### config.mk
export PLATFORM = sky130hd
export DESIGN_NAME = csw_cs23_top
export DESIGN_NICKNAME = d
export VERILOG_FILES = /design/src/rtl/csw_pkg.sv /design/src/rtl/csw_seq_if.sv /design/src/rtl/csw_seq.sv /design/src/rtl/csw_cs23_top.sv
export SDC_FILE = /design/constraint.sdc
export NUM_CORES = 1
export LEC_CHECK = 0
export BUFFER_PORTS_ARGS = -buffer_cell sky130_fd_sc_hd__buf_2
export CELL_PAD_IN_SITES_DETAIL_PLACEMENT = 2
export CELL_PAD_IN_SITES_GLOBAL_PLACEMENT = 2
export CORE_ASPECT_RATIO = 0.7
export CORE_MARGIN = 1.5
export CORE_UTILIZATION = 28
export CTS_CLUSTER_SIZE = 20
export DETAILED_ROUTE_END_ITERATION = 7
export PLACE_DENSITY = 0.83
export REMOVE_ABC_BUFFERS = 1
export SLEW_MARGIN = 0
export SYNTH_ARGS = -nofsm -noshare
export SYNTH_HDL_FRONTEND = slang
export SYNTH_HIERARCHICAL = 1
export SYNTH_SLANG_ARGS = --single-unit
### constraint.sdc
create_clock -name clk -period 2 [get_ports clk]
set_input_delay 0.4 -clock clk [delete_from_list [all_inputs] [get_ports clk]]
set_output_delay 0.4 -clock clk [all_outputs]
set_load 0.02 [all_outputs]
### src/rtl/csw_pkg.sv
// constants and types for the chip select 2/3 wait controller
package csw_pkg;
    // register map
    localparam logic [31:0] CTRL_ADDR   = 32'hFFFF_E484;
    localparam logic [31:0] STAT_ADDR   = 32'hFFFF_E488;
    localparam logic [31:0] CTRL_RESET  = 32'h0005_0805;
    localparam logic [31:0] CTRL_WMASK  = 32'h0BDF_0FDF;
    // space two fields
    localparam int S2_WAIT_LSB  = 0;
    localparam int S2_WIDTH_BIT = 4;
    localparam int S2_WAVE_LSB  = 6;
    localparam int S2_RCV_LSB   = 8;
    localparam int S2_SCOPE_BIT = 10;
    localparam int S2_EN_BIT    = 11;
    // space three fields
    localparam int S3_WAIT_LSB  = 16;
    localparam int S3_WIDTH_BIT = 20;
    localparam int S3_WAVE_LSB  = 22;
    localparam int S3_RCV_LSB   = 24;
    localparam int S3_EN_BIT    = 27;
    // status bits
    localparam int ST_BUSY_BIT   = 0;
    localparam int ST_STROBE_BIT = 1;
    localparam int ST_RECOV_BIT  = 2;
    localparam int ST_SPACE_BIT  = 3;
    localparam int ST_SEL_BIT    = 4;
    localparam int ST_WAVE_BIT   = 5;
    // field codes
    localparam logic [3:0] WAIT_NONE = 4'h0;
    localparam logic [3:0] WAIT_EXT  = 4'hF;
    localparam logic [1:0] RCV_TWO   = 2'h0;
    localparam logic [1:0] RCV_ONE   = 2'h1;
    localparam logic [1:0] RCV_NONE  = 2'h2;
    localparam logic [1:0] WAVE_ROM  = 2'h0;
    // access sequencer states
    typedef enum logic [2:0] {
        CSW_IDLE    = 3'b000,
        CSW_ACCESS  = 3'b001,
        CSW_WAITFIX = 3'b010,
        CSW_WAITPIN = 3'b011,
        CSW_RECOV   = 3'b100
    } csw_state_t;
endpackage : csw_pkg

### src/rtl/csw_seq_if.sv
// carrier between the top and the access sequencer
`timescale 1ns/1ps
`default_nettype none
interface csw_seq_if;
    logic       start;
    logic       read;
    logic [3:0] wait_code;
    logic [1:0] rcv_code;
    logic       wait_act;
    logic       strobe;
    logic       done;
    logic       busy;
    logic       recov;
    modport ctl (output start, read, wait_code, rcv_code, wait_act,
                 input  strobe, done, busy, recov);
    modport seq (input  start, read, wait_code, rcv_code, wait_act,
                 output strobe, done, busy, recov);
endinterface : csw_seq_if
`default_nettype wire

### src/rtl/csw_seq.sv
// access sequencer: strobe, wait states and read recovery
`timescale 1ns/1ps
`default_nettype none
module csw_seq (
    input wire logic clk,
    input wire logic rst_n,
    csw_seq_if.seq   sq
);
    csw_pkg::csw_state_t state;
    csw_pkg::csw_state_t next_state;
    logic [3:0]          wait_left;
    logic [1:0]          rec_left;
    logic                ext_mode;
    logic                is_read;
    logic                finish;

    // dummy cycles for a recovery code, reserved code treated as longest
    function automatic logic [1:0] dummy_count(input logic [1:0] code);
        logic [1:0] n;
        n = 2'h2;
        if (code == csw_pkg::RCV_ONE) begin
            n = 2'h1;
        end else if (code == csw_pkg::RCV_NONE) begin
            n = 2'h0;
        end
        return n;
    endfunction : dummy_count

    // last strobe cycle of the access
    assign finish = (state == csw_pkg::CSW_ACCESS && wait_left == 4'h0)
                 || (state == csw_pkg::CSW_WAITFIX && wait_left == 4'h1
                     && !(ext_mode && sq.wait_act))
                 || (state == csw_pkg::CSW_WAITPIN && !sq.wait_act);

    // next state
    always_comb begin
        next_state = state;
        unique case (state)
            csw_pkg::CSW_IDLE: begin
                if (sq.start) begin
                    next_state = csw_pkg::CSW_ACCESS;
                end
            end
            csw_pkg::CSW_ACCESS, csw_pkg::CSW_WAITFIX, csw_pkg::CSW_WAITPIN: begin
                if (finish) begin
                    // dummy cycles only after reads
                    next_state = (is_read && rec_left != 2'h0) ? csw_pkg::CSW_RECOV
                                                                : csw_pkg::CSW_IDLE;
                end else if (state == csw_pkg::CSW_ACCESS) begin
                    next_state = csw_pkg::CSW_WAITFIX;
                end else if (state == csw_pkg::CSW_WAITFIX && wait_left == 4'h1) begin
                    next_state = csw_pkg::CSW_WAITPIN;
                end
            end
            csw_pkg::CSW_RECOV: begin
                if (rec_left == 2'h1) begin
                    next_state = csw_pkg::CSW_IDLE;
                end
            end
            default: next_state = csw_pkg::CSW_IDLE;
        endcase
    end

    // state register
    always_ff @(posedge clk or negedge rst_n) begin
        if (!rst_n) begin
            state <= csw_pkg::CSW_IDLE;
        end else begin
            state <= next_state;
        end
    end

    // wait counter, extended mode starts with one fixed wait
    always_ff @(posedge clk or negedge rst_n) begin
        if (!rst_n) begin
            wait_left <= 4'h0;
            ext_mode  <= 1'b0;
        end else if (state == csw_pkg::CSW_IDLE && sq.start) begin
            ext_mode  <= (sq.wait_code == csw_pkg::WAIT_EXT);
            wait_left <= (sq.wait_code == csw_pkg::WAIT_EXT) ? 4'h1 : sq.wait_code;
        end else if (state == csw_pkg::CSW_WAITFIX) begin
            wait_left <= wait_left - 4'h1;
        end
    end

    // recovery counter and access direction
    always_ff @(posedge clk or negedge rst_n) begin
        if (!rst_n) begin
            rec_left <= 2'h0;
            is_read  <= 1'b0;
        end else if (state == csw_pkg::CSW_IDLE && sq.start) begin
            rec_left <= dummy_count(sq.rcv_code);
            is_read  <= sq.read;
        end else if (state == csw_pkg::CSW_RECOV) begin
            rec_left <= rec_left - 2'h1;
        end
    end

    // status towards the top
    assign sq.strobe = (state == csw_pkg::CSW_ACCESS) || (state == csw_pkg::CSW_WAITFIX)
                    || (state == csw_pkg::CSW_WAITPIN);
    assign sq.done   = sq.strobe && finish;
    assign sq.busy   = (state != csw_pkg::CSW_IDLE);
    assign sq.recov  = (state == csw_pkg::CSW_RECOV);
endmodule : csw_seq
`default_nettype wire

### src/rtl/csw_cs23_top.sv
// chip select 2/3 configuration, decode and wait-state timing
//
// Strobed register access was chosen for this implementation.
`timescale 1ns/1ps
`default_nettype none
module csw_cs23_top (
    input  wire logic        clk,
    input  wire logic        rst_b,
    input  wire logic [31:0] reg_addr,
    input  wire logic [31:0] reg_wdata,
    input  wire logic        reg_wr,
    input  wire logic        reg_rd,
    output logic      [31:0] reg_rdata,
    input  wire logic        acc_req,
    input  wire logic        acc_space,
    input  wire logic        acc_read,
    input  wire logic        acc_in_window,
    output logic             acc_ready,
    output logic             acc_done,
    input  wire logic        wait_pin_b,
    output logic             chip_select_two_b,
    output logic             chip_select_three_b,
    output logic             bus_width_8,
    output logic             recovery_active
);
    logic        rst_meta;
    logic        rst_n;
    logic        wait_meta;
    logic        wait_sync_b;
    logic [31:0] chip_select_two_three_control;
    logic        start;
    logic        cur_space;
    logic        cur_sel;
    logic        next_sel;
    logic        next_width;
    logic        wave_bad;
    logic [31:0] status;

    csw_seq_if sq ();

    // reset release through two flops
    always_ff @(posedge clk or negedge rst_b) begin
        if (!rst_b) begin
            rst_meta <= 1'b0;
            rst_n    <= 1'b0;
        end else begin
            rst_meta <= 1'b1;
            rst_n    <= rst_meta;
        end
    end

    // wait pin synchroniser, idle high
    always_ff @(posedge clk or negedge rst_n) begin
        if (!rst_n) begin
            wait_meta   <= 1'b1;
            wait_sync_b <= 1'b1;
        end else begin
            wait_meta   <= wait_pin_b;
            wait_sync_b <= wait_meta;
        end
    end

    // control register, reserved bits held at zero
    always_ff @(posedge clk or negedge rst_n) begin
        if (!rst_n) begin
            chip_select_two_three_control <= csw_pkg::CTRL_RESET;
        end else if (reg_wr && reg_addr == csw_pkg::CTRL_ADDR) begin
            chip_select_two_three_control <= reg_wdata & csw_pkg::CTRL_WMASK;
        end
    end

    // flags a waveform code other than rom/ram in either space
    assign wave_bad = (chip_select_two_three_control[csw_pkg::S2_WAVE_LSB +: 2]
                       != csw_pkg::WAVE_ROM)
                   || (chip_select_two_three_control[csw_pkg::S3_WAVE_LSB +: 2]
                       != csw_pkg::WAVE_ROM);

    // status word
    always_comb begin
        status = 32'h0000_0000;
        status[csw_pkg::ST_BUSY_BIT]   = sq.busy;
        status[csw_pkg::ST_STROBE_BIT] = sq.strobe;
        status[csw_pkg::ST_RECOV_BIT]  = sq.recov;
        status[csw_pkg::ST_SPACE_BIT]  = cur_space;
        status[csw_pkg::ST_SEL_BIT]    = cur_sel;
        status[csw_pkg::ST_WAVE_BIT]   = wave_bad;
    end

    // read data one cycle after the strobe; control is write-only
    always_ff @(posedge clk or negedge rst_n) begin
        if (!rst_n) begin
            reg_rdata <= 32'h0000_0000;
        end else if (reg_rd && reg_addr == csw_pkg::STAT_ADDR) begin
            reg_rdata <= status;
        end else begin
            reg_rdata <= 32'h0000_0000;
        end
    end

    // access request handshake
    assign acc_ready = !sq.busy;
    assign start     = acc_req && acc_ready;

    // per-space fields routed to the sequencer
    assign sq.start     = start;
    assign sq.read      = acc_read;
    assign sq.wait_act  = !wait_sync_b;
    assign sq.wait_code = acc_space
        ? chip_select_two_three_control[csw_pkg::S3_WAIT_LSB +: 4]
        : chip_select_two_three_control[csw_pkg::S2_WAIT_LSB +: 4];
    assign sq.rcv_code  = acc_space
        ? chip_select_two_three_control[csw_pkg::S3_RCV_LSB +: 2]
        : chip_select_two_three_control[csw_pkg::S2_RCV_LSB +: 2];

    // select decode from enable, scope and window
    always_comb begin
        if (acc_space) begin
            next_sel   = chip_select_two_three_control[csw_pkg::S3_EN_BIT]
                      && acc_in_window;
            next_width = chip_select_two_three_control[csw_pkg::S3_WIDTH_BIT];
        end else begin
            next_sel   = chip_select_two_three_control[csw_pkg::S2_EN_BIT]
                      && (!chip_select_two_three_control[csw_pkg::S2_SCOPE_BIT]
                          || acc_in_window);
            next_width = chip_select_two_three_control[csw_pkg::S2_WIDTH_BIT];
        end
    end

    // access context latched when taken
    always_ff @(posedge clk or negedge rst_n) begin
        if (!rst_n) begin
            cur_space   <= 1'b0;
            cur_sel     <= 1'b0;
            bus_width_8 <= 1'b0;
        end else if (start) begin
            cur_space   <= acc_space;
            cur_sel     <= next_sel;
            bus_width_8 <= next_width;
        end
    end

    // selects are active low during the strobe
    assign chip_select_two_b   = !(sq.strobe && cur_sel && !cur_space);
    assign chip_select_three_b = !(sq.strobe && cur_sel && cur_space);
    assign acc_done            = sq.done;
    assign recovery_active     = sq.recov;

    csw_seq u_seq (
        .clk   (clk),
        .rst_n (rst_n),
        .sq    (sq)
    );
endmodule : csw_cs23_top
`default_nettype wire

==> reports/qor.log, run 1 <==
INFO  run_status     status=completed
INFO  sta            slew_viol_final=0
INFO  place          port_buffers=73
INFO  floorplanning  die_h=80.8um
INFO  logic_synthesis netlist_instances=205
INFO  job            maxCapViolations=0
INFO  clock_tree     tritoncts=built
INFO  floorplanning  x_dimension_of_the_die=114um
INFO  worst_setup_path critical_path_required=2.18ns
INFO  power          max-vdd-ir-drop=400uV
INFO  layout         layout.cell_area.non_filler=0.00324mm^2
INFO  sta            final_min_period_over_clock_period=0.981
INFO  worst_setup_path timing.setup.critical_path_class=in2reg
INFO  layout         layout.nets=375
INFO  layout         antenna_cells=0
INFO  routing        detail_route.iter0.violations=45
INFO  global_route   grt_start_max_net_pins=44
INFO  worst_setup_path critical_path_sink_type=register
INFO  routing        drc=0
INFO  place          postPlaceCellArea=0.00288mm^2
INFO  logic_synthesis synth-seq-area-share=0.469
INFO  layout         post_route_cells_drive_above_1_share=0.519
INFO  floorplanning  floorplan.initialDensity=0.288
INFO  floorplanning  io_pins=111
INFO  routing        route.antenna.remaining_nets=0
INFO  power          static-leakage-power=0.00168uW
INFO  logic_synthesis synth_top_flop_cell=sky130_fd_sc_hd__dfrtp_1
INFO  sta            worst_case_clock_skew=0.00602ns
INFO  sta            setup_tns=0ns
INFO  floorplanning  fp.coreArea=0.00841mm^2
INFO  logic_synthesis ys_warn_count=6
INFO  clock_tree     clkLatencyLatePin=0.29ns
INFO  layout         postLayoutCoreUtil=0.385
INFO  routing        drt_pre_antenna_iters=3
INFO  routing        finalWirelength=7.06mm
INFO  min_path       hold_path.class=in2reg
INFO  worst_setup_path critical_path.startpoint_type=input port
INFO  routing        route.vias.total=1829
INFO  layout         areaGrowthSynthToFinish=33.7%
INFO  clock_tree     clock_tree.htree_level_count=2
INFO  global_route   track_usage=0.147
INFO  sta            period_minus_slack=1.96ns
INFO  global_route   first_global_vias=1979
INFO  global_route   first_pass_grt_wire_length=10.2mm
INFO  logic_synthesis synth_edf_count=0
INFO  floorplanning  std_cell_rows=28
INFO  power          power_per_cell_area=979mW/mm^2
INFO  sta            finalHoldWorstSlack=0.208ns
INFO  floorplanning  dieArea=0.00922mm^2
INFO  clock_tree     cts_inserted_buffers=5
INFO  logic_synthesis syn_area=0.00242mm^2
INFO  clock_tree     cts.sinks=45
INFO  global_route   overflow=0
INFO  place          dp.final_hpwl=5.00mm
INFO  worst_setup_path crit_fanout=5
INFO  routing        viasPerCell=4.55
INFO  routing        post_drt_wl_per_cell=17.6um
INFO  global_route   antenna_found_initial=0
INFO  logic_synthesis synthArstFlopShare=1.00
INFO  logic_synthesis synth.lib_cells_used.distinct=42
INFO  place          gp_weighted_congestion=0.736
INFO  logic_synthesis syn_avg_cell_area=11.8um^2
INFO  clock_tree     clock_tree.buffer_depth=2
INFO  logic_synthesis seq_cells_post_synth=45
INFO  worst_setup_path worst_ep_arrival_time=2.14ns
INFO  sta            setup_viol_count_final=0
INFO  clock_tree     clk_transition_reported_paths=0.06ns
INFO  clock_tree     cts_root_buffer=sky130_fd_sc_hd__clkbuf_16
INFO  sta            number_of_hold_violations_in_the_final_report=0
INFO  sta            max_clock_freq=510MHz
INFO  sta            grt_setup_unrepaired=yes
[report_power, final]
| part | switching [uW] | internal [uW] | leakage [uW] |
|---|---|---|---|
| Combinational | 616 | 548 | 0.00102 |
| Sequential | 102 | 1020 | 0.000581 |
| Clock | 352 | 529 | 0.0000799 |
[worst max-delay path, stage by stage]
cell	delay, ns
sky130_fd_sc_hd__buf_2	0.08
sky130_fd_sc_hd__nand4_1	0.11
sky130_fd_sc_hd__or4_4	0.53
sky130_fd_sc_hd__or4_4	0.51
sky130_fd_sc_hd__clkbuf_16	0.21
sky130_fd_sc_hd__mux2_4	0.29
[placed cells by master (no fill, tap or decap), types with 9 or more instances in the layout]
cell                      instances
sky130_fd_sc_hd__nand2_1          9
sky130_fd_sc_hd__conb_1          27
sky130_fd_sc_hd__dfrtp_1         36
sky130_fd_sc_hd__mux2_4          20
sky130_fd_sc_hd__mux2_2           9
sky130_fd_sc_hd__buf_4           15
sky130_fd_sc_hd__buf_2           66
[path summary, 6_finish.rpt]
check                                                                endpoint  cells past startpoint  slack, ns                  startpoint
worst max-delay path             chip_select_two_three_control[7]$_DFFE_PN0P_                      6       0.04                reg_addr[30]
worst min-delay path                                      wait_meta$_DFF_PN1_                      1       0.21                  wait_pin_b
worst max register to register                 u_seq/wait_left[2]$_DFFE_PN0P_                      7       0.06  u_seq/state[0]$_DFFE_PN0P_
worst min register to register  chip_select_two_three_control[17]$_DFFE_PN0P_                      1       0.24             rst_n$_DFF_PN0_
max in group asynchronous                                     rst_n$_DFF_PN0_                      2       1.47                       rst_b
min in group asynchronous       chip_select_two_three_control[17]$_DFFE_PN0P_                      1       0.24             rst_n$_DFF_PN0_
[metrics by stage]
| stage | std cells | power [uW] | setup slack (ns) |
|---|---|---|---|
| CTS | 394 | 3070 | -0.0377 |
| floorplan | 196 | 1710 | -0.217 |
| global route | 402 | 3340 | -0.0261 |
| finish | 402 | 3170 | 0.0390 |
| detailed placement | 385 | 2130 | -0.381 |
| global placement | 385 | 2050 | -0.318 |
[synthesized netlist by cell type, drive strengths merged, types with 3 or more instances]
library cell   n  area [um^2]
o21ai          6         30.0
or3            3         18.8
dfstp          7          184
dfrtp         38          951
nand3          5         25.0
o211ai         5         37.5
mux2          29          402
nand4          6         37.5
nor2           6         22.5
ha             6         75.1
and2           6         37.5
nand3b         4         30.0
buf           32          238
inv           10         37.5
nand2         10         37.5
[kinds of logic after synthesis]
family / share of synthesized area
AND/OR/NAND/NOR: 0.142
flip-flops: 0.469
buffers and inverters: 0.117
multiplexers: 0.174
AO/OA/AOI/OAI: 0.0605
adder cells (fa/ha/maj): 0.0310
other: 0.00310
XOR/XNOR: 0.00362
[repair_timing]
item | in CTS | in global routing
hold buffers | 1 | 0
cloned | 0 | 3
setup buffers | 0 | 5
endpoints found under the setup margin | 29 | 30
pin swaps | 1 | 3
hold endpoints to repair | 2 | 0
resized for setup | 8 | 17
[routing by layer]
layer	share of wire	wire [um]	track usage
met5	0	0	0
met4	0.013	89	0.0463
met3	0.043	303	0.0403
met2	0.50	3520	0.258
met1	0.45	3150	0.177
[sequential cells by signal (all words and copies together), names as in the netlist]
| register | flops |
|---|---|
| chip_select_two_three_control | 21 |
| rst_meta | 1 |
| reg_rdata | 6 |
| cur_sel | 1 |
| u_seq/wait_left | 4 |
| bus_width_8 | 1 |
| u_seq/ext_mode | 1 |
| wait_meta | 1 |
| u_seq/is_read | 1 |
| u_seq/state | 3 |
| rst_n | 1 |
| cur_space | 1 |
| wait_sync_b | 1 |
| u_seq/rec_left | 2 |
[final cells by class]
type	instances	area [um^2]
clock inverters	1	5.00
multi-input cells	141	1150
fillers	902	5170
repair buffers	93	622
clock buffers	7	153
inverters	10	37.5
well taps	105	131
flip-flops and latches	45	1140
Power figures use the tool's default switching activity.
==> inputs of run 2 (changes only) <==
--- a/config.mk
+++ b/config.mk
@@ -13,7 +13,7 @@
 export CORE_UTILIZATION = 28
 export CTS_CLUSTER_SIZE = 20
 export DETAILED_ROUTE_END_ITERATION = 7
-export PLACE_DENSITY = 0.83
+export PLACE_DENSITY = 0.87
 export REMOVE_ABC_BUFFERS = 1
 export SLEW_MARGIN = 0
 export SYNTH_ARGS = -nofsm -noshare
==> run 2 against run 1 <==
Via count is 1.4% lower. Fmax is 1.0% lower. Cell count down 1.0%. Sequential power about the same. Register-to-register slack improved by 0.04 ns. Setup slack worse by 0.020 ns. Sequential cell count unchanged. Clock power down 0.6%. Sequential share of layout area rose by 0.91 points. Wire length fell by 6.2%. Non-clock buffer count fell by 5. Highest routed layer unchanged. Die area stayed put.
==> reports/qor.log, run 2 (synthesis results as in run 1) <==
INFO  routing        finalWirelength=6.62mm [was 7.06 mm]
INFO  routing        route.vias.total=1803 [was 1829]
INFO  layout         antenna_cells=0 [unchanged]
INFO  layout         areaGrowthSynthToFinish=30.2% [was 33.7%]
INFO  global_route   overflow=0 [unchanged]
INFO  global_route   first_global_vias=2093 [was 1979]
INFO  layout         largest_registers=chip_select_two_three_control: 21 flops, reg_rdata: 6 flops, u_seq/wait_left: 4 flops [unchanged]
INFO  layout         fill_cells=928 [was 902]
INFO  run_status     status=completed [unchanged]
INFO  global_route   grt_busiest_layer=met2 [unchanged]
INFO  min_path       worstHoldStart=wait_pin_b [unchanged]
INFO  place          port_buffers=73 [unchanged]
INFO  clock_tree     clock_tree.buffer_depth=2 [unchanged]
INFO  worst_setup_path worstReg2RegStart=u_seq/state[0]$_DFFE_PN0P_ [unchanged]
INFO  global_route   use_met1=0.181 [was 0.177]
INFO  place          dp.final_hpwl=5.00mm [about the same]
INFO  global_route   gr-usage-met3=0.0366 [was 0.0403]
INFO  floorplanning  floorplan.initialDensity=0.288 [unchanged]
INFO  place          gp_weighted_congestion=0.776 [was 0.736]
INFO  floorplanning  x_dimension_of_the_die=114um [unchanged]
INFO  power          max-vdd-ir-drop=325uV [was 400 uV]
INFO  min_path       hold_path.class=in2reg [unchanged]
INFO  clock_tree     cts_root_buffer=sky130_fd_sc_hd__clkbuf_16 [unchanged]
INFO  routing        viasPerCell=4.53 [was 4.55]
INFO  worst_setup_path timing.setup.critical_path_class=reg2out [was in2reg]
INFO  floorplanning  fp.coreArea=0.00841mm^2 [unchanged]
INFO  sta            grt_setup_unrepaired=yes [unchanged]
INFO  sta            number_of_hold_violations_in_the_final_report=0 [unchanged]
INFO  layout         layout.cells.most_common_list=71 x sky130_fd_sc_hd__buf_2, 37 x sky130_fd_sc_hd__dfrtp_1, 27 x sky130_fd_sc_hd__conb_1 [was 66 x sky130_fd_sc_hd__buf_2, 36 x sky130_fd_sc_hd__dfrtp_1, 27 x sky130_fd_sc_hd__conb_1]
INFO  clock_tree     clock_tree.htree_level_count=2 [unchanged]
INFO  worst_setup_path critical_path_required=1.60ns [was 2.18 ns]
INFO  clock_tree     tritoncts=built [unchanged]
INFO  layout         layout.nets=371 [was 375]
INFO  worst_setup_path crit_fanout=4 [was 5]
INFO  place          postPlaceCellArea=0.00288mm^2 [about the same]
INFO  layout         post_route_cells_drive_above_1_share=0.515 [was 0.519]
INFO  global_route   track_usage=0.154 [was 0.147]
INFO  routing        route.antenna.remaining_nets=0 [unchanged]
INFO  sta            setup_viol_count_final=0 [unchanged]
INFO  power          power_per_cell_area=993mW/mm^2 [was 979 mW/mm^2]
INFO  worst_setup_path worst_ep_arrival_time=1.58ns [was 2.14 ns]
INFO  floorplanning  io_pins=111 [unchanged]
INFO  routing        drc=0 [unchanged]
INFO  job            maxCapViolations=0 [unchanged]
INFO  routing        post_drt_wl_per_cell=16.6um [was 17.6 um]
INFO  sta            slew_viol_final=0 [unchanged]
INFO  layout         largest-register=chip_select_two_three_control [unchanged]
INFO  layout         largest_register_ff_count=21 [unchanged]
INFO  clock_tree     clkLatencyLatePin=0.29ns [about the same]
INFO  floorplanning  dieArea=0.00922mm^2 [unchanged]
INFO  global_route   antenna_found_initial=0 [unchanged]
INFO  power          static-leakage-power=0.00164uW [was 0.00168 uW]
INFO  global_route   groute.layer.met2.usage=0.281 [was 0.258]
INFO  layout         layout.cells.most_common=sky130_fd_sc_hd__buf_2 [unchanged]
INFO  sta            postLayoutSetupSlackWorst=0.0188ns [was 0.0390 ns]
INFO  layout         layout.cell_area.non_filler=0.00315mm^2 [was 0.00324 mm^2]
INFO  clock_tree     cts_inserted_buffers=5 [unchanged]
INFO  sta            worst_case_clock_skew=0.00392ns [was 0.00602 ns]
INFO  worst_setup_path worst_setup_path_startpoint=u_seq/wait_left[0]$_DFFE_PN0P_ [was reg_addr[30]]
INFO  clock_tree     cts.sinks=45 [unchanged]
INFO  sta            period_minus_slack=1.98ns [was 1.96 ns]
INFO  layout         multiInputGateArea=0.00117mm^2 [was 0.00115 mm^2]
INFO  floorplanning  std_cell_rows=28 [unchanged]
INFO  sta            max_clock_freq=505MHz [was 510 MHz]
INFO  clock_tree     clk_transition_reported_paths=0.06ns [about the same]
INFO  global_route   first_pass_grt_wire_length=10.7mm [was 10.2 mm]
INFO  worst_setup_path critical_path.startpoint_type=register [was input port]
INFO  sta            max_slew.worst_pin.slew=0.559ns
INFO  worst_setup_path critical_path_sink_type=output port [was register]
INFO  routing        detail_route.iter0.violations=47 [was 45]
INFO  global_route   grt_start_max_net_pins=44 [unchanged]
INFO  floorplanning  die_h=80.8um [unchanged]
INFO  sta            timing.max_slew.rel_slack=0.627
INFO  routing        drt_pre_antenna_iters=4 [was 3]
INFO  layout         sequential_cell_area=0.00114mm^2 [about the same]
INFO  sta            final_min_period_over_clock_period=0.991 [was 0.981]
INFO  place          preCtsSetupSlack=-0.360ns [was -0.381 ns]
run 2: repair_timing:
item | in CTS | in global routing
buffers inserted | 0 | 1
cloned | 1 | 1
setup endpoints to repair | 24 | 28
hold buffers | 1 | 0
pin swaps | 2 | 3
endpoints found under the hold margin | 2 | 0
resized for setup | 7 | 15
run 2: worst max-delay path, stage by stage (launching register included):
cell                      delay [ns]
sky130_fd_sc_hd__dfrtp_1        0.41
sky130_fd_sc_hd__buf_4          0.16
sky130_fd_sc_hd__inv_1          0.09
sky130_fd_sc_hd__ha_1           0.16
sky130_fd_sc_hd__nand4_1        0.19
sky130_fd_sc_hd__o31ai_2        0.11
sky130_fd_sc_hd__buf_4          0.17
run 2: cell type report:
cell class / instances / area share
Clock buffer: 7 / 0.0484
Clock inverter: 1 / 0.00159
Inverter: 10 / 0.0119
Timing Repair Buffer: 88 / 0.164
Sequential cell: 45 / 0.360
Multi-Input combinational cell: 142 / 0.372
Tap cell: 105 / 0.0417
run 2: worst paths after layout:
kind                                                                      end  slack, ns  depth (start not counted)
worst max-delay path                                                 acc_done       0.02                          6
worst min-delay path                                      wait_meta$_DFF_PN1_       0.20                          1
worst max register to register                 u_seq/wait_left[0]$_DFFE_PN0P_       0.10                          7
worst min register to register  chip_select_two_three_control[19]$_DFFE_PN0P_       0.33                          1
max in group asynchronous                              reg_rdata[4]$_DFF_PN0_       1.27                          1
min in group asynchronous       chip_select_two_three_control[19]$_DFFE_PN0P_       0.33                          1
run 2: metal layers:
| layer | vias to the layer above | part of all wire | wire (um) |
|---|---|---|---|
| met1 | 906 | 0.44 | 2910 |
| met5 | - | 0 | 0 |
| met3 | 10 | 0.041 | 269 |
| met4 | 0 | 0.013 | 87 |
| li1 | 840 | - | - |
| met2 | 47 | 0.51 | 3350 |
run 2: power breakdown:
group	switching, uW	total (uW)	internal [uW]
clock network	346	876	529
logic	614	1150	533
registers	86.6	1110	1020
total	1050	3130	2080
run 2: stage by stage:
stage	TNS (ns)	total power, uW	instances	hold slack [ns]	utilization
floorplan	-5.60	1710	196	0.104	-
global placement	-6.38	2070	387	0.186	0.342
detailed placement	-7.03	2130	387	0.189	0.342
CTS	-0.0411	3070	397	0.198	0.368
global route	-0.0746	3360	398	0.207	0.375
finish	0	3130	398	0.204	0.375
==> inputs of run 3 (changes only) <==
--- a/config.mk
+++ b/config.mk
@@ -13,7 +13,7 @@
 export CORE_UTILIZATION = 28
 export CTS_CLUSTER_SIZE = 20
 export DETAILED_ROUTE_END_ITERATION = 7
-export PLACE_DENSITY = 0.87
+export PLACE_DENSITY = 0.83
 export REMOVE_ABC_BUFFERS = 1
 export SLEW_MARGIN = 0
 export SYNTH_ARGS = -nofsm -noshare
==> constraint.sdc (replaced) <==
create_clock -name clk -period 2.2 [get_ports clk]
set_input_delay 0.44 -clock clk [delete_from_list [all_inputs] [get_ports clk]]
set_output_delay 0.44 -clock clk [all_outputs]
set_load 0.02 [all_outputs]
==> run 3 against run 2 <==
Combinational power is 24% lower. Sequential share of layout area is 1.5 points higher. Global-route usage is 1.1 points lower. Worst hold slack better by 0.050 ns. First-iteration DRC count is 26% higher. Count of clock-buffer cells in the layout stayed put. Utilization is 1.5 points lower. Critical path depth stayed put. Via count is 1.9% lower. Sequential cell count stayed put. Register-to-register slack better by 0.06 ns. Setup slack better by 0.062 ns.
==> reports/qor.log, run 3 (synthesis results as in run 1) <==
INFO  power          static-leakage-power=0.00159uW [was 0.00164 uW]
INFO  sta            max_clock_freq=472MHz
INFO  floorplanning  fp.coreArea=0.00841mm^2 [unchanged]
INFO  sta            final_min_period_over_clock_period=0.963
INFO  routing        drc=0 [unchanged]
INFO  power          swShare=0.336 [was 0.335]
INFO  sta            timing.max_slew.rel_slack=0.580 [was 0.627]
INFO  clock_tree     cts.sinks=45 [unchanged]
INFO  routing        detail_route.iter0.violations=59 [was 47]
INFO  floorplanning  dieArea=0.00922mm^2 [unchanged]
INFO  worst_setup_path timing.setup.critical_path_class=in2reg [was reg2out]
INFO  worst_setup_path critical_path_required=2.37ns [was 1.60 ns]
INFO  layout         areaGrowthSynthToFinish=24.9% [was 30.2%]
INFO  layout         layout.cells.most_common_list=73 x sky130_fd_sc_hd__buf_2, 37 x sky130_fd_sc_hd__dfrtp_1, 27 x sky130_fd_sc_hd__conb_1 [was 71 x sky130_fd_sc_hd__buf_2, 37 x sky130_fd_sc_hd__dfrtp_1, 27 x sky130_fd_sc_hd__conb_1]
INFO  global_route   antenna_found_initial=0 [unchanged]
INFO  sta            worst_case_clock_skew=0.00648ns [was 0.00392 ns]
INFO  global_route   first_pass_grt_wire_length=9.96mm [was 10.7 mm]
INFO  worst_setup_path critical_path.startpoint_type=input port [was register]
INFO  min_path       worstHoldStart=wait_pin_b [unchanged]
INFO  place          port_buffers=73 [unchanged]
INFO  power          combPwrFrac=0.333 [was 0.366]
INFO  layout         post_route_cells_drive_above_1_share=0.458 [was 0.515]
INFO  layout         largest_register_ff_count=21 [unchanged]
INFO  routing        route.antenna.remaining_nets=0 [unchanged]
INFO  clock_tree     clk_transition_reported_paths=0.06ns [about the same]
INFO  sta            period_minus_slack=2.12ns
INFO  power          power.sequential.fraction=0.388 [was 0.354]
INFO  worst_setup_path crit_fanout=21 [was 4]
INFO  routing        viasPerCell=4.50 [was 4.53]
INFO  worst_setup_path timing.reg2reg.worst_path_depth=6 [was 7]
INFO  clock_tree     clock_tree.buffer_depth=2 [unchanged]
INFO  min_path       min_to=wait_meta$_DFF_PN1_ [unchanged]
INFO  global_route   overflow=0 [unchanged]
INFO  worst_setup_path reg2reg_setup_slack=0.16ns [was 0.10 ns]
INFO  layout         largest_registers=chip_select_two_three_control: 21 flops, reg_rdata: 6 flops, u_seq/wait_left: 4 flops [unchanged]
INFO  worst_setup_path critical_path_sink_type=register [was output port]
INFO  power          power.share.clock=0.279 [was 0.280]
INFO  layout         antenna_cells=0 [unchanged]
INFO  clock_tree     clock_tree.htree_level_count=2 [unchanged]
INFO  worst_setup_path worst_ep_arrival_time=2.29ns [was 1.58 ns]
INFO  min_path       whs_path_depth=1 [unchanged]
INFO  floorplanning  io_pins=111 [unchanged]
INFO  sta            grt_setup_unrepaired=no [was yes]
INFO  global_route   first_global_vias=1955 [was 2093]
INFO  min_path       hold_path.class=in2reg [unchanged]
INFO  global_route   grt_start_max_net_pins=28 [was 44]
INFO  sta            setup_viol_count_final=0 [unchanged]
INFO  place          dp.final_hpwl=4.93mm [was 5.00 mm]
INFO  routing        finalWirelength=6.05mm [was 6.62 mm]
INFO  clock_tree     cts_root_buffer=sky130_fd_sc_hd__clkbuf_16 [unchanged]
INFO  power          int_power=1740uW [was 2080 uW]
INFO  routing        post_drt_wl_per_cell=15.4um [was 16.6 um]
INFO  layout         layout.nets=366 [was 371]
INFO  layout         largest-register=chip_select_two_three_control [unchanged]
INFO  sta            number_of_hold_violations_in_the_final_report=0 [unchanged]
INFO  floorplanning  std_cell_rows=28 [unchanged]
INFO  place          preCtsSetupSlack=-0.225ns [was -0.360 ns]
INFO  clock_tree     tritoncts=built [unchanged]
INFO  place          gp_weighted_congestion=0.719 [was 0.776]
INFO  sta            postLayoutSetupSlackWorst=0.0809ns [was 0.0188 ns]
INFO  floorplanning  x_dimension_of_the_die=114um [unchanged]
INFO  floorplanning  floorplan.initialDensity=0.288 [unchanged]
INFO  global_route   track_usage=0.143 [was 0.154]
INFO  sta            max_slew.worst_pin.slew=0.630ns [was 0.559 ns]
INFO  power          max-vdd-ir-drop=282uV [was 325 uV]
INFO  clock_tree     clkLatencyLatePin=0.29ns [about the same]
INFO  power          power_per_cell_area=868mW/mm^2 [was 993 mW/mm^2]
INFO  worst_setup_path reg2reg_to=u_seq/wait_left[2]$_DFFE_PN0P_ [was u_seq/wait_left[0]$_DFFE_PN0P_]
INFO  sta            slew_viol_final=0 [unchanged]
INFO  worst_setup_path worstReg2RegStart=u_seq/state[0]$_DFFE_PN0P_ [unchanged]
INFO  sta            finalHoldWorstSlack=0.254ns [was 0.204 ns]
INFO  routing        route.vias.total=1769 [was 1803]
INFO  layout         layout.cells.most_common=sky130_fd_sc_hd__buf_2 [unchanged]
INFO  routing        drt_pre_antenna_iters=4 [unchanged]
INFO  clock_tree     cts_inserted_buffers=5 [unchanged]
INFO  job            maxCapViolations=0 [unchanged]
INFO  power          netSwitchingPower=882uW [was 1050 uW]
INFO  floorplanning  die_h=80.8um [unchanged]
INFO  run_status     status=completed [unchanged]
==> run 3: what timing repair did <==
item | in CTS | in global routing
endpoints found under the setup margin | 1 | 2
hold buffers | 1 | 0
buffers inserted | 0 | 0
cloned | 0 | 0
gates resized for setup | 1 | 3
endpoints found under the hold margin | 2 | 0
==> run 3: power by group through the flow <==
stage               Clock, uW  Combinational (uW)  Sequential, uW
CTS                       763                 876            1010
global placement            0                 810            1020
floorplan                   0                 509            1040
finish                    733                 873            1020
global route              790                 969            1040
detailed placement          0                 860            1030
==> run 3: per-stage QoR <==
step	area (um^2)	total power, uW	std cells	TNS [ns]	util
6_report	3020	2620	393	0	0.360
5_1_grt	3020	2800	393	0	0.360
4_1_cts	3010	2650	393	0	0.358
3_5_place_dp	2860	1890	384	-4.34	0.340
3_3_place_gp	2860	1830	384	-3.97	0.340
2_1_floorplan	2270	1550	196	-0.981	-
==> run 3: worst max path at each step <==
stage	to	slack [ns]	startpoint
floorplan	chip_select_two_three_control[10]$_DFFE_PN0P_	-0.06	reg_addr[1]
global placement	chip_select_two_three_control[6]$_DFFE_PN0P_	-0.20	reg_addr[1]
detailed placement	chip_select_two_three_control[7]$_DFFE_PN0P_	-0.23	reg_addr[1]
CTS	acc_done	0.005	u_seq/wait_left[1]$_DFFE_PN0P_
global route	acc_done	0.007	u_seq/wait_left[1]$_DFFE_PN0P_
finish	chip_select_two_three_control[19]$_DFFE_PN0P_	0.08	reg_addr[1]
==> run 3: layout make-up <==
cell class | instances | area (um^2)
fillers | 919 | 5380
flip-flops and latches | 45 | 1140
multi-input cells | 141 | 1110
repair buffers | 84 | 463
clock buffers | 7 | 133
well taps | 105 | 131
inverters | 10 | 37.5
clock inverters | 1 | 8.76
==> run 3: layer usage <==
layer | share of wire | wire length [um] | track usage | vias to the layer above
li1 | - | - | - | 828
met1 | 0.44 | 2640 | 0.173 | 874
met2 | 0.50 | 3020 | 0.257 | 58
met3 | 0.046 | 278 | 0.0299 | 9
met4 | 0.017 | 102 | 0.0475 | 0
met5 | 0 | 0 | 0 | -
==> run 3: worst max-delay path, stage by stage <==
cell	delay [ns]
sky130_fd_sc_hd__buf_2	0.09
sky130_fd_sc_hd__nand4b_1	0.16
sky130_fd_sc_hd__or4_1	0.52
sky130_fd_sc_hd__or4_4	0.57
sky130_fd_sc_hd__buf_12	0.19
sky130_fd_sc_hd__mux2_4	0.31
